===== config.mk =====
export PLATFORM = sky130hd
export DESIGN_NAME = gpio_summary_top
export DESIGN_NICKNAME = d
export VERILOG_FILES = /design/src/include/gpio_summary_pkg.sv /design/src/core/bit_sync.sv /design/src/core/event_irq.sv /design/src/core/gpio_summary_top.sv
export SDC_FILE = /design/constraint.sdc
export NUM_CORES = 1
export LEC_CHECK = 0
export ABC_CLOCK_PERIOD_IN_PS = 1900
export BUFFER_PORTS_ARGS = -buffer_cell sky130_fd_sc_hd__buf_2
export CAP_MARGIN = 25
export CORE_ASPECT_RATIO = 0.7
export CORE_MARGIN = 2
export CORE_UTILIZATION = 50
export DETAILED_ROUTE_END_ITERATION = 7
export HOLD_SLACK_MARGIN = 0.03
export PLACE_DENSITY = 0.83
export SLEW_MARGIN = 25
export SYNTH_ARGS = -nofsm -noshare
export SYNTH_HDL_FRONTEND = slang
export SYNTH_SLANG_ARGS = --single-unit

===== constraint.sdc =====
create_clock -name i_ref_clk -period 1.9 [get_ports i_ref_clk]
set_input_delay 0.285 -clock i_ref_clk [delete_from_list [all_inputs] [get_ports i_ref_clk]]
set_output_delay 0.285 -clock i_ref_clk [all_outputs]
set_load 0.02 [all_outputs]

===== src/include/gpio_summary_pkg.sv =====
package gpio_summary_pkg;

  localparam int ADDR_W = 10;
  localparam int DATA_W = 16;
  localparam int NUM_PINS = 8;
  localparam int SEL_W = 2;
  localparam int SRC_W = 4;
  localparam int STATUS_BITS = 16;
  localparam int ALT_PINS = 4;

  localparam logic [ADDR_W-1:0] OFS_PIN_CTRL = 10'h00a;
  localparam logic [ADDR_W-1:0] OFS_INT_SUMMARY = 10'h010;
  localparam logic [ADDR_W-1:0] OFS_INT_SUMMARY_EN = 10'h012;
  localparam logic [ADDR_W-1:0] OFS_GLOBAL_CFG = 10'h020;
  localparam logic [ADDR_W-1:0] OFS_PORT_SRC = 10'h022;
  localparam logic [ADDR_W-1:0] OFS_EVT_STATUS = 10'h024;
  localparam logic [ADDR_W-1:0] OFS_EVT_CLEAR = 10'h026;
  localparam logic [ADDR_W-1:0] OFS_EVT_ENABLE = 10'h028;
  localparam logic [ADDR_W-1:0] OFS_PIN_LEVEL = 10'h02a;

  localparam int PIN1_LSB = 0;
  localparam int PIN2_LSB = 2;
  localparam int PIN3_LSB = 4;
  localparam int PIN4_LSB = 6;
  localparam int PIN5_LSB = 8;
  localparam int PIN6_LSB = 10;
  localparam int PIN7_LSB = 12;
  localparam int PIN8_LSB = 14;

  localparam logic [SEL_W-1:0] SEL_INPUT = 2'h0;
  localparam logic [SEL_W-1:0] SEL_ALT = 2'h1;
  localparam logic [SEL_W-1:0] SEL_LOW = 2'h2;
  localparam logic [SEL_W-1:0] SEL_HIGH = 2'h3;
  localparam logic [1:0] PIN_MODE_OVERRIDE = 2'h1;

  localparam int PORT_INT_BIT = 4;
  localparam int GLOBAL_STATUS_BIT = 0;

  localparam int CFG_PIN_MODE_LSB = 0;
  localparam int CFG_IF_MODE_BIT = 2;
  localparam int CFG_REF_IN_BIT = 3;
  localparam int CFG_REF_OUT_BIT = 4;
  localparam int SRC_A_LSB = 0;
  localparam int SRC_B_LSB = 4;

  localparam logic [DATA_W-1:0] PIN_CTRL_RST = 16'h0000;
  localparam logic [DATA_W-1:0] DATA_ZERO = 16'h0000;

  typedef struct packed {
    logic [NUM_PINS-1:0] oe;
    logic [NUM_PINS-1:0] out;
  } pin_drive_t;

  typedef struct packed {
    logic [1:0] pin_mode;
    logic if_mode;
    logic ref_in;
    logic ref_out;
  } global_cfg_t;

  function automatic logic [SEL_W-1:0] pin_field(input logic [DATA_W-1:0] ctrl, input int lsb);
    pin_field = ctrl[lsb+:SEL_W];
  endfunction

  // Returns {oe, out} for one pin; code 01 drives the status level only where the pin supports it.
  function automatic logic [1:0] decode_sel(input logic [SEL_W-1:0] sel, input logic alt_ok,
                                            input logic alt_level);
    case (sel)
      SEL_LOW: decode_sel = 2'h2;
      SEL_HIGH: decode_sel = 2'h3;
      SEL_ALT: decode_sel = alt_ok ? {1'b1, alt_level} : 2'h0;
      default: decode_sel = 2'h0;
    endcase
  endfunction

endpackage


===== src/core/bit_sync.sv =====
`timescale 1ns/10ps
`default_nettype none
module bit_sync
  #(parameter int W = 8)
  (
  input wire logic i_ref_clk,
  input wire logic i_rstn,
  input wire logic [W-1:0] i_async,
  output logic [W-1:0] o_sync
  );

  logic [W-1:0] stage1_reg;
  logic [W-1:0] stage2_reg;

  // Two flops; only the second stage is read outside.
  always_ff @(posedge i_ref_clk or negedge i_rstn)
  begin
    if (!i_rstn)
    begin
      stage1_reg <= '0;
      stage2_reg <= '0;
    end
    else
    begin
      stage1_reg <= i_async;
      stage2_reg <= stage1_reg;
    end
  end

  assign o_sync = stage2_reg;

endmodule
`default_nettype wire


===== src/core/event_irq.sv =====
`timescale 1ns/10ps
`default_nettype none
module event_irq
  #(parameter int W = 8)
  (
  input wire logic i_ref_clk,
  input wire logic i_rstn,
  input wire logic [W-1:0] i_event,
  input wire logic i_clear_wr,
  input wire logic i_enable_wr,
  input wire logic [W-1:0] i_wdata,
  output logic [W-1:0] o_status,
  output logic [W-1:0] o_enable,
  output logic o_irq
  );

  logic [W-1:0] status_reg;
  logic [W-1:0] status_next;
  logic [W-1:0] enable_reg;
  logic [W-1:0] enable_next;

  // A new event beats a clear written in the same cycle.
  always_comb
  begin
    status_next = status_reg;
    enable_next = enable_reg;
    if (i_clear_wr)
    begin
      status_next = status_next & ~i_wdata;
    end
    status_next = status_next | i_event;
    if (i_enable_wr)
    begin
      enable_next = i_wdata;
    end
  end

  always_ff @(posedge i_ref_clk or negedge i_rstn)
  begin
    if (!i_rstn)
    begin
      status_reg <= '0;
      enable_reg <= '0;
    end
    else
    begin
      status_reg <= status_next;
      enable_reg <= enable_next;
    end
  end

  assign o_status = status_reg;
  assign o_enable = enable_reg;
  assign o_irq = |(status_reg & enable_reg);

endmodule
`default_nettype wire


===== src/core/gpio_summary_top.sv =====
// Contract
// RULE1 - Pin 8 field bits 15:14, input/low/high
// RULE2 - Pin 8 field ignored when pin mode 01
// RULE3 - Pin 7 field bits 13:12, input/low/high
// RULE4 - Pin 6 field 11:10, needs interface mode 0
// RULE5 - Pin 5 field bits 9:8, input/low/high
// RULE6 - Pin 4 field 7:6, needs 8k input 0
// RULE7 - Pin 3 field bits 5:4, input/low/high
// RULE8 - Pin 2 field 3:2, needs 8k output 0
// RULE9 - Pin 2 code 01 drives port B status
// RULE10 - Pin 1 field bits 1:0, input/low/high
// RULE11 - Pin 1 code 01 drives port A status
// RULE12 - Bit 4 set when any port interrupt
// RULE13 - Port summary and enable pull interrupt low
// RULE14 - Bit 0 set when enabled latched status
// RULE15 - Global summary and enable pull interrupt low
// RULE16 - All select fields reset to input
// RULE17 - Summaries read-only; interrupt releases when clear
`timescale 1ns/10ps
`default_nettype none
module gpio_summary_top
  import gpio_summary_pkg::*;
  #(parameter int PORT_INTERRUPT_STATUS_REG_W = 16,
    parameter int LATCHED_W = 16)
  (
  input wire logic i_ref_clk,
  input wire logic i_rstn,
  input wire logic [ADDR_W-1:0] i_addr,
  input wire logic [DATA_W-1:0] i_wdata,
  input wire logic i_wr,
  input wire logic i_rd,
  output logic [DATA_W-1:0] o_rdata,
  input wire logic [NUM_PINS-1:0] i_pin_in,
  output logic [NUM_PINS-1:0] o_pin_out,
  output logic [NUM_PINS-1:0] o_pin_oe,
  input wire logic [ALT_PINS-1:0] i_alt_out,
  input wire logic [ALT_PINS-1:0] i_alt_oe,
  input wire logic [STATUS_BITS-1:0] i_port_a_status,
  input wire logic [STATUS_BITS-1:0] i_port_b_status,
  input wire logic [PORT_INTERRUPT_STATUS_REG_W-1:0] i_port_int_status,
  input wire logic [LATCHED_W-1:0] i_latched_status,
  input wire logic [LATCHED_W-1:0] i_latched_enable,
  output logic o_int_n,
  output logic o_event_irq
  );

  logic [DATA_W-1:0] pin_ctrl_reg;
  logic [DATA_W-1:0] pin_ctrl_next;
  global_cfg_t cfg_reg;
  global_cfg_t cfg_next;
  logic [SRC_W-1:0] src_a_reg;
  logic [SRC_W-1:0] src_a_next;
  logic [SRC_W-1:0] src_b_reg;
  logic [SRC_W-1:0] src_b_next;
  logic port_en_reg;
  logic port_en_next;
  logic glob_en_reg;
  logic glob_en_next;

  logic port_sum_reg;
  logic port_sum_next;
  logic glob_sum_reg;
  logic glob_sum_next;
  logic int_n_reg;
  logic int_n_next;

  pin_drive_t drive_reg;
  pin_drive_t drive_next;
  logic [DATA_W-1:0] rdata_reg;
  logic [DATA_W-1:0] rdata_next;
  logic [NUM_PINS-1:0] level_prev_reg;
  localparam int WARM_CYCLES = 3;
  logic [WARM_CYCLES-1:0] warm_reg;
  logic [WARM_CYCLES-1:0] warm_next;

  logic [NUM_PINS-1:0] pin_level;
  logic [NUM_PINS-1:0] pin_change;
  logic [NUM_PINS-1:0] evt_status;
  logic [NUM_PINS-1:0] evt_enable;
  logic wr_evt_clear;
  logic wr_evt_enable;
  logic [DATA_W-1:0] isr_value;
  logic [DATA_W-1:0] isr_en_value;
  logic [DATA_W-1:0] cfg_value;
  logic [DATA_W-1:0] src_value;
  logic status_a;
  logic status_b;

  bit_sync #(.W(NUM_PINS)) u_pin_sync
  (
    .i_ref_clk(i_ref_clk),
    .i_rstn(i_rstn),
    .i_async(i_pin_in),
    .o_sync(pin_level)
  );

  // Pin level changes are the events that can raise the event interrupt.
  // Detection waits until the synchroniser and the previous level hold real pin levels.
  // This keeps a pin that idles high from raising a false event after reset.
  always_comb
  begin
    warm_next = {warm_reg[WARM_CYCLES-2:0], 1'b1};
  end

  always_ff @(posedge i_ref_clk or negedge i_rstn)
  begin
    if (!i_rstn)
    begin
      level_prev_reg <= '0;
      warm_reg <= '0;
    end
    else
    begin
      level_prev_reg <= pin_level;
      warm_reg <= warm_next;
    end
  end

  assign pin_change = warm_reg[WARM_CYCLES-1] ? (pin_level ^ level_prev_reg) : '0;
  assign wr_evt_clear = i_wr && (i_addr == OFS_EVT_CLEAR);
  assign wr_evt_enable = i_wr && (i_addr == OFS_EVT_ENABLE);

  event_irq #(.W(NUM_PINS)) u_event_irq
  (
    .i_ref_clk(i_ref_clk),
    .i_rstn(i_rstn),
    .i_event(pin_change),
    .i_clear_wr(wr_evt_clear),
    .i_enable_wr(wr_evt_enable),
    .i_wdata(i_wdata[NUM_PINS-1:0]),
    .o_status(evt_status),
    .o_enable(evt_enable),
    .o_irq(o_event_irq)
  );

  // Register writes.
  always_comb
  begin
    pin_ctrl_next = pin_ctrl_reg;
    cfg_next = cfg_reg;
    src_a_next = src_a_reg;
    src_b_next = src_b_reg;
    port_en_next = port_en_reg;
    glob_en_next = glob_en_reg;
    if (i_wr)
    begin
      case (i_addr)
        OFS_PIN_CTRL:
        begin
          pin_ctrl_next = i_wdata;
        end
        OFS_INT_SUMMARY_EN:
        begin
          port_en_next = i_wdata[PORT_INT_BIT];
          glob_en_next = i_wdata[GLOBAL_STATUS_BIT];
        end
        OFS_GLOBAL_CFG:
        begin
          cfg_next.pin_mode = i_wdata[CFG_PIN_MODE_LSB+:2];
          cfg_next.if_mode = i_wdata[CFG_IF_MODE_BIT];
          cfg_next.ref_in = i_wdata[CFG_REF_IN_BIT];
          cfg_next.ref_out = i_wdata[CFG_REF_OUT_BIT];
        end
        OFS_PORT_SRC:
        begin
          src_a_next = i_wdata[SRC_A_LSB+:SRC_W];
          src_b_next = i_wdata[SRC_B_LSB+:SRC_W];
        end
        default:
        begin
          pin_ctrl_next = pin_ctrl_reg;
        end
      endcase
    end
  end

  always_ff @(posedge i_ref_clk or negedge i_rstn)
  begin
    if (!i_rstn)
    begin
      pin_ctrl_reg <= PIN_CTRL_RST; // [RULE16]
      cfg_reg <= '0;
      src_a_reg <= '0;
      src_b_reg <= '0;
      port_en_reg <= 1'b0;
      glob_en_reg <= 1'b0;
    end
    else
    begin
      pin_ctrl_reg <= pin_ctrl_next;
      cfg_reg <= cfg_next;
      src_a_reg <= src_a_next;
      src_b_reg <= src_b_next;
      port_en_reg <= port_en_next;
      glob_en_reg <= glob_en_next;
    end
  end

  // Interrupt summary and the shared active-low interrupt pin.
  always_comb
  begin
    port_sum_next = |i_port_int_status; // [RULE12] [RULE17]
    glob_sum_next = |(i_latched_status & i_latched_enable); // [RULE14] [RULE17]
    int_n_next = 1'b1;
    if (port_sum_next && port_en_reg)
    begin
      int_n_next = 1'b0; // [RULE13]
    end
    if (glob_sum_next && glob_en_reg)
    begin
      int_n_next = 1'b0; // [RULE15]
    end
  end

  always_ff @(posedge i_ref_clk or negedge i_rstn)
  begin
    if (!i_rstn)
    begin
      port_sum_reg <= 1'b0;
      glob_sum_reg <= 1'b0;
      int_n_reg <= 1'b1;
    end
    else
    begin
      port_sum_reg <= port_sum_next;
      glob_sum_reg <= glob_sum_next;
      int_n_reg <= int_n_next; // [RULE17]
    end
  end

  // Pin drive, with global functions taking over pins 8, 6, 4 and 2.
  assign status_a = i_port_a_status[src_a_reg]; // [RULE11]
  assign status_b = i_port_b_status[src_b_reg]; // [RULE9]

  always_comb
  begin
    drive_next = '0;
    {drive_next.oe[0], drive_next.out[0]} =
      decode_sel(pin_field(pin_ctrl_reg, PIN1_LSB), 1'b1, status_a); // [RULE10] [RULE11]
    if (cfg_reg.ref_out)
    begin
      drive_next.oe[1] = i_alt_oe[0];
      drive_next.out[1] = i_alt_out[0];
    end
    else
    begin
      {drive_next.oe[1], drive_next.out[1]} =
        decode_sel(pin_field(pin_ctrl_reg, PIN2_LSB), 1'b1, status_b); // [RULE8] [RULE9]
    end
    {drive_next.oe[2], drive_next.out[2]} =
      decode_sel(pin_field(pin_ctrl_reg, PIN3_LSB), 1'b0, 1'b0); // [RULE7]
    if (cfg_reg.ref_in)
    begin
      drive_next.oe[3] = i_alt_oe[1];
      drive_next.out[3] = i_alt_out[1];
    end
    else
    begin
      {drive_next.oe[3], drive_next.out[3]} =
        decode_sel(pin_field(pin_ctrl_reg, PIN4_LSB), 1'b0, 1'b0); // [RULE6]
    end
    {drive_next.oe[4], drive_next.out[4]} =
      decode_sel(pin_field(pin_ctrl_reg, PIN5_LSB), 1'b0, 1'b0); // [RULE5]
    if (cfg_reg.if_mode)
    begin
      drive_next.oe[5] = i_alt_oe[2];
      drive_next.out[5] = i_alt_out[2];
    end
    else
    begin
      {drive_next.oe[5], drive_next.out[5]} =
        decode_sel(pin_field(pin_ctrl_reg, PIN6_LSB), 1'b0, 1'b0); // [RULE4]
    end
    {drive_next.oe[6], drive_next.out[6]} =
      decode_sel(pin_field(pin_ctrl_reg, PIN7_LSB), 1'b0, 1'b0); // [RULE3]
    if (cfg_reg.pin_mode == PIN_MODE_OVERRIDE)
    begin
      drive_next.oe[7] = i_alt_oe[3]; // [RULE2]
      drive_next.out[7] = i_alt_out[3];
    end
    else
    begin
      {drive_next.oe[7], drive_next.out[7]} =
        decode_sel(pin_field(pin_ctrl_reg, PIN8_LSB), 1'b0, 1'b0); // [RULE1] [RULE2]
    end
  end

  // Read-back values.
  always_comb
  begin
    isr_value = DATA_ZERO;
    isr_value[PORT_INT_BIT] = port_sum_reg; // [RULE12]
    isr_value[GLOBAL_STATUS_BIT] = glob_sum_reg; // [RULE14]
    isr_en_value = DATA_ZERO;
    isr_en_value[PORT_INT_BIT] = port_en_reg;
    isr_en_value[GLOBAL_STATUS_BIT] = glob_en_reg;
    cfg_value = DATA_ZERO;
    cfg_value[CFG_PIN_MODE_LSB+:2] = cfg_reg.pin_mode;
    cfg_value[CFG_IF_MODE_BIT] = cfg_reg.if_mode;
    cfg_value[CFG_REF_IN_BIT] = cfg_reg.ref_in;
    cfg_value[CFG_REF_OUT_BIT] = cfg_reg.ref_out;
    src_value = DATA_ZERO;
    src_value[SRC_A_LSB+:SRC_W] = src_a_reg;
    src_value[SRC_B_LSB+:SRC_W] = src_b_reg;
  end

  // Read data stands only in the cycle after the read strobe.
  always_comb
  begin
    rdata_next = DATA_ZERO;
    if (i_rd)
    begin
      case (i_addr)
        OFS_PIN_CTRL: rdata_next = pin_ctrl_reg;
        OFS_INT_SUMMARY: rdata_next = isr_value; // [RULE17]
        OFS_INT_SUMMARY_EN: rdata_next = isr_en_value;
        OFS_GLOBAL_CFG: rdata_next = cfg_value;
        OFS_PORT_SRC: rdata_next = src_value;
        OFS_EVT_STATUS: rdata_next = {{(DATA_W-NUM_PINS){1'b0}}, evt_status};
        OFS_EVT_ENABLE: rdata_next = {{(DATA_W-NUM_PINS){1'b0}}, evt_enable};
        OFS_PIN_LEVEL: rdata_next = {{(DATA_W-NUM_PINS){1'b0}}, pin_level};
        default: rdata_next = DATA_ZERO;
      endcase
    end
  end

  always_ff @(posedge i_ref_clk or negedge i_rstn)
  begin
    if (!i_rstn)
    begin
      drive_reg <= '0; // [RULE16]
      rdata_reg <= DATA_ZERO;
    end
    else
    begin
      drive_reg <= drive_next;
      rdata_reg <= rdata_next;
    end
  end

  assign o_pin_out = drive_reg.out;
  assign o_pin_oe = drive_reg.oe;
  assign o_rdata = rdata_reg;
  assign o_int_n = int_n_reg;

endmodule
`default_nettype wire


==> metrics <==
ys async rst share=100.0%; hpwl dp=9913 microns; total CTS buffers=9; Worst Hold Endpoint=u_pin_sync.stage1_reg[2]; Clock Latency Late Sink=0.35 ns; CP arrival=1.96 ns; Pwr Total=4839 uW; share of layout cells above drive strength 1=49.09%; Critical R2R Capture=o_pin_out[1]; antenna violations before repair=0; first-pass GRT wire length=19730 microns; register area=2729 sq um; Setup Viol. Count Final=0; Die H=85.82 microns; element type at the critical path end=flip-flop; final net count=669; Vias/cell=5.577; post-CTS setup buffer count=0; Syn Area/Cell=13.47 sq um; Multi-input gate area=1962 sq um; die area=10370 sq um; CTS resizes=0; Antenna Cells=0; TritonCTS clock tree=yes; hold path depth=1; htree depth=3; DR vias=3748; WL/cell=19.22 microns; CTS root buf=clkbuf_16; Initial DRT Pass Iterations=4; fmax=577.3 MHz; crit path cell chain=buf_2, or4_4, nor4b_4, nand3_2, mux2_2; Yosys warnings=0; CTS Hold Bufs=5; post-synthesis sequential area ratio=57.06%; Lkg Pwr=0.003132 uW; power per cell area=768.0 nW/um^2; CTS Sinks=109; Placeable Area=9180 sq um; area delta synth->final=31.74%; max cap viols=0; Post-Syn Area=4782 sq um; Worst R2R Start=src_b_reg[0]; worst reg-to-reg setup slack=0.24 ns; run status=complete, no violations; Slew Limit Fails=0; Post-Layout Cell Count=672; I/O Pins=160; CP Max Fanout=8; HP Class=input pin to flip-flop; CTS max path bufs=2; RSZ-0062 raised after global routing=no; Clock Skew=0.004660 ns; slew at the pin with the worst max-slew slack=0.5518 ns; Syn Nets=481; DRT antenna net count=0; clk slew on worst S/H paths=0.07 ns; remaining routing DRC violations=0; Req. time, crit path=2.13 ns; Post-Place Cells=648; die width=120.9 microns; hold_ws=0.04874 ns; period utilization=91.17%; Overflow after GRT=0; Yosys cell types=56; critical path type=input pin to flip-flop; DR iter-0 viols=219; cells on worst reg2reg path=3; hold path start=i_pin_in[2]; Initial Util=52.09%; I/O Buffers=159; GRT Total Usage=25.71%; IR drop worst, VDD=442.4 uV; CP max-delay cell=or4_4; Cell Rows=29; Fillers=685; ys flop type=dfrtp_1; largest net degree at the start of global routing=44; Worst slew margin=63.21%; Critical Path Max Stage Delay=0.58 ns; Hold Vio Cnt, Final=0; cells after synthesis=355; number of synthesized flops with an enable pin=0; crit start category=input pin; Synth Register Bits=109; Final GP Congestion=0.9124; number of global-route vias before repair=3903; drt total wl=12920 microns; min Tclk post-route=1.732 ns
## critical path, delay by kind of cell
kind | cells | cell delay [ns]
buffers and inverters | 1 | 0.10
AND/OR/NAND/NOR | 3 | 1.22
multiplexers | 1 | 0.36
## report_power, final
group          internal, uW  switching, uW
Clock                  1160            834
Sequential             2370           35.7
Combinational           225            216
Total                  3750           1090
## cell usage in the layout (no fill, tap or decap), drive strengths merged, types with 5 or more instances in the layout
master,count
a22o,14
nand2,19
mux2,47
a31oi,6
nor2,7
dfrtp,108
buf,186
nand3b,7
nand3,18
a22oi,6
and2,12
dlygate4sd3,8
nor2b,5
nor4,5
nand4,5
mux4,8
mux2i,9
a21oi,5
xor2,8
clkbuf,9
## worst max path at each step
| stage | start | endpoint | slack (ns) | depth (start not counted) |
|---|---|---|---|---|
| after floorplan | i_addr[7] | pin_ctrl_reg[10] | -0.11 | 6 |
| after global placement | i_addr[7] | src_a_reg[2] | -0.14 | 5 |
| after detailed placement | i_addr[7] | src_a_reg[1] | -0.20 | 5 |
| after CTS | i_addr[7] | src_a_reg[1] | 0.16 | 5 |
| after global routing | i_addr[7] | o_rdata[2] | 0.09 | 6 |
| final | i_addr[7] | src_a_reg[2] | 0.17 | 5 |
## layout make-up
type                       instances  area share (%)
clock buffer                       9           3.575
clock inverter                     7           1.569
inverter                           3          0.1787
multi-input combinational        226           31.14
sequential                       109           43.32
tap                              124           2.463
timing repair buffer             194           17.76
## cell usage after synthesis, types with 3 or more instances
cell type,instances,share of area [%]
a22oi_1,6,0.94
a31oi_1,6,0.79
xor2_1,8,1.5
nor2_1,7,0.55
mux2_2,37,8.7
nor2b_1,5,0.65
mux2_4,10,3.1
mux2i_1,9,1.9
a221oi_1,4,0.73
o21ai_0,4,0.42
nand3b_1,7,1.1
clkbuf_1,11,0.86
and2_1,12,1.6
nor4_1,4,0.52
nor3b_1,3,0.47
nand3_1,16,1.7
buf_1,3,0.24
o2bb2ai_1,3,0.55
dfrtp_1,108,57
a21oi_1,5,0.52
mux4_2,8,3.8
inv_1,3,0.24
nand4_1,5,0.65
a22o_1,14,2.6
nand2_1,18,1.4
## per-layer routing
metal | track usage, % | wire (microns)
met1 | 32.09 | 5286
met2 | 44.74 | 6445
met3 | 7.447 | 1018
met4 | 5.814 | 169
met5 | 0 | 0
## logic make-up after synthesis
family	share of synthesized area, %
XOR/XNOR	1.465
other	0.07842
buffers and inverters	1.910
AND/OR/NAND/NOR	13.37
flip-flops	57.06
AO/OA/AOI/OAI	8.608
multiplexers	17.50
## through the flow
step                      setup slack [ns]  instance area, sq um  setup TNS [ns]  utilization [%]
after floorplan                    -0.1141                  4782          -1.141                -
after global placement             -0.1398                  5896          -3.915            64.22
after detailed placement           -0.2030                  5896          -5.607            64.22
after CTS                           0.1615                  6270               0            68.30
after global routing               0.08759                  6300               0            68.62
final                               0.1678                  6300               0            68.62
(Power assumes the default switching activity.)
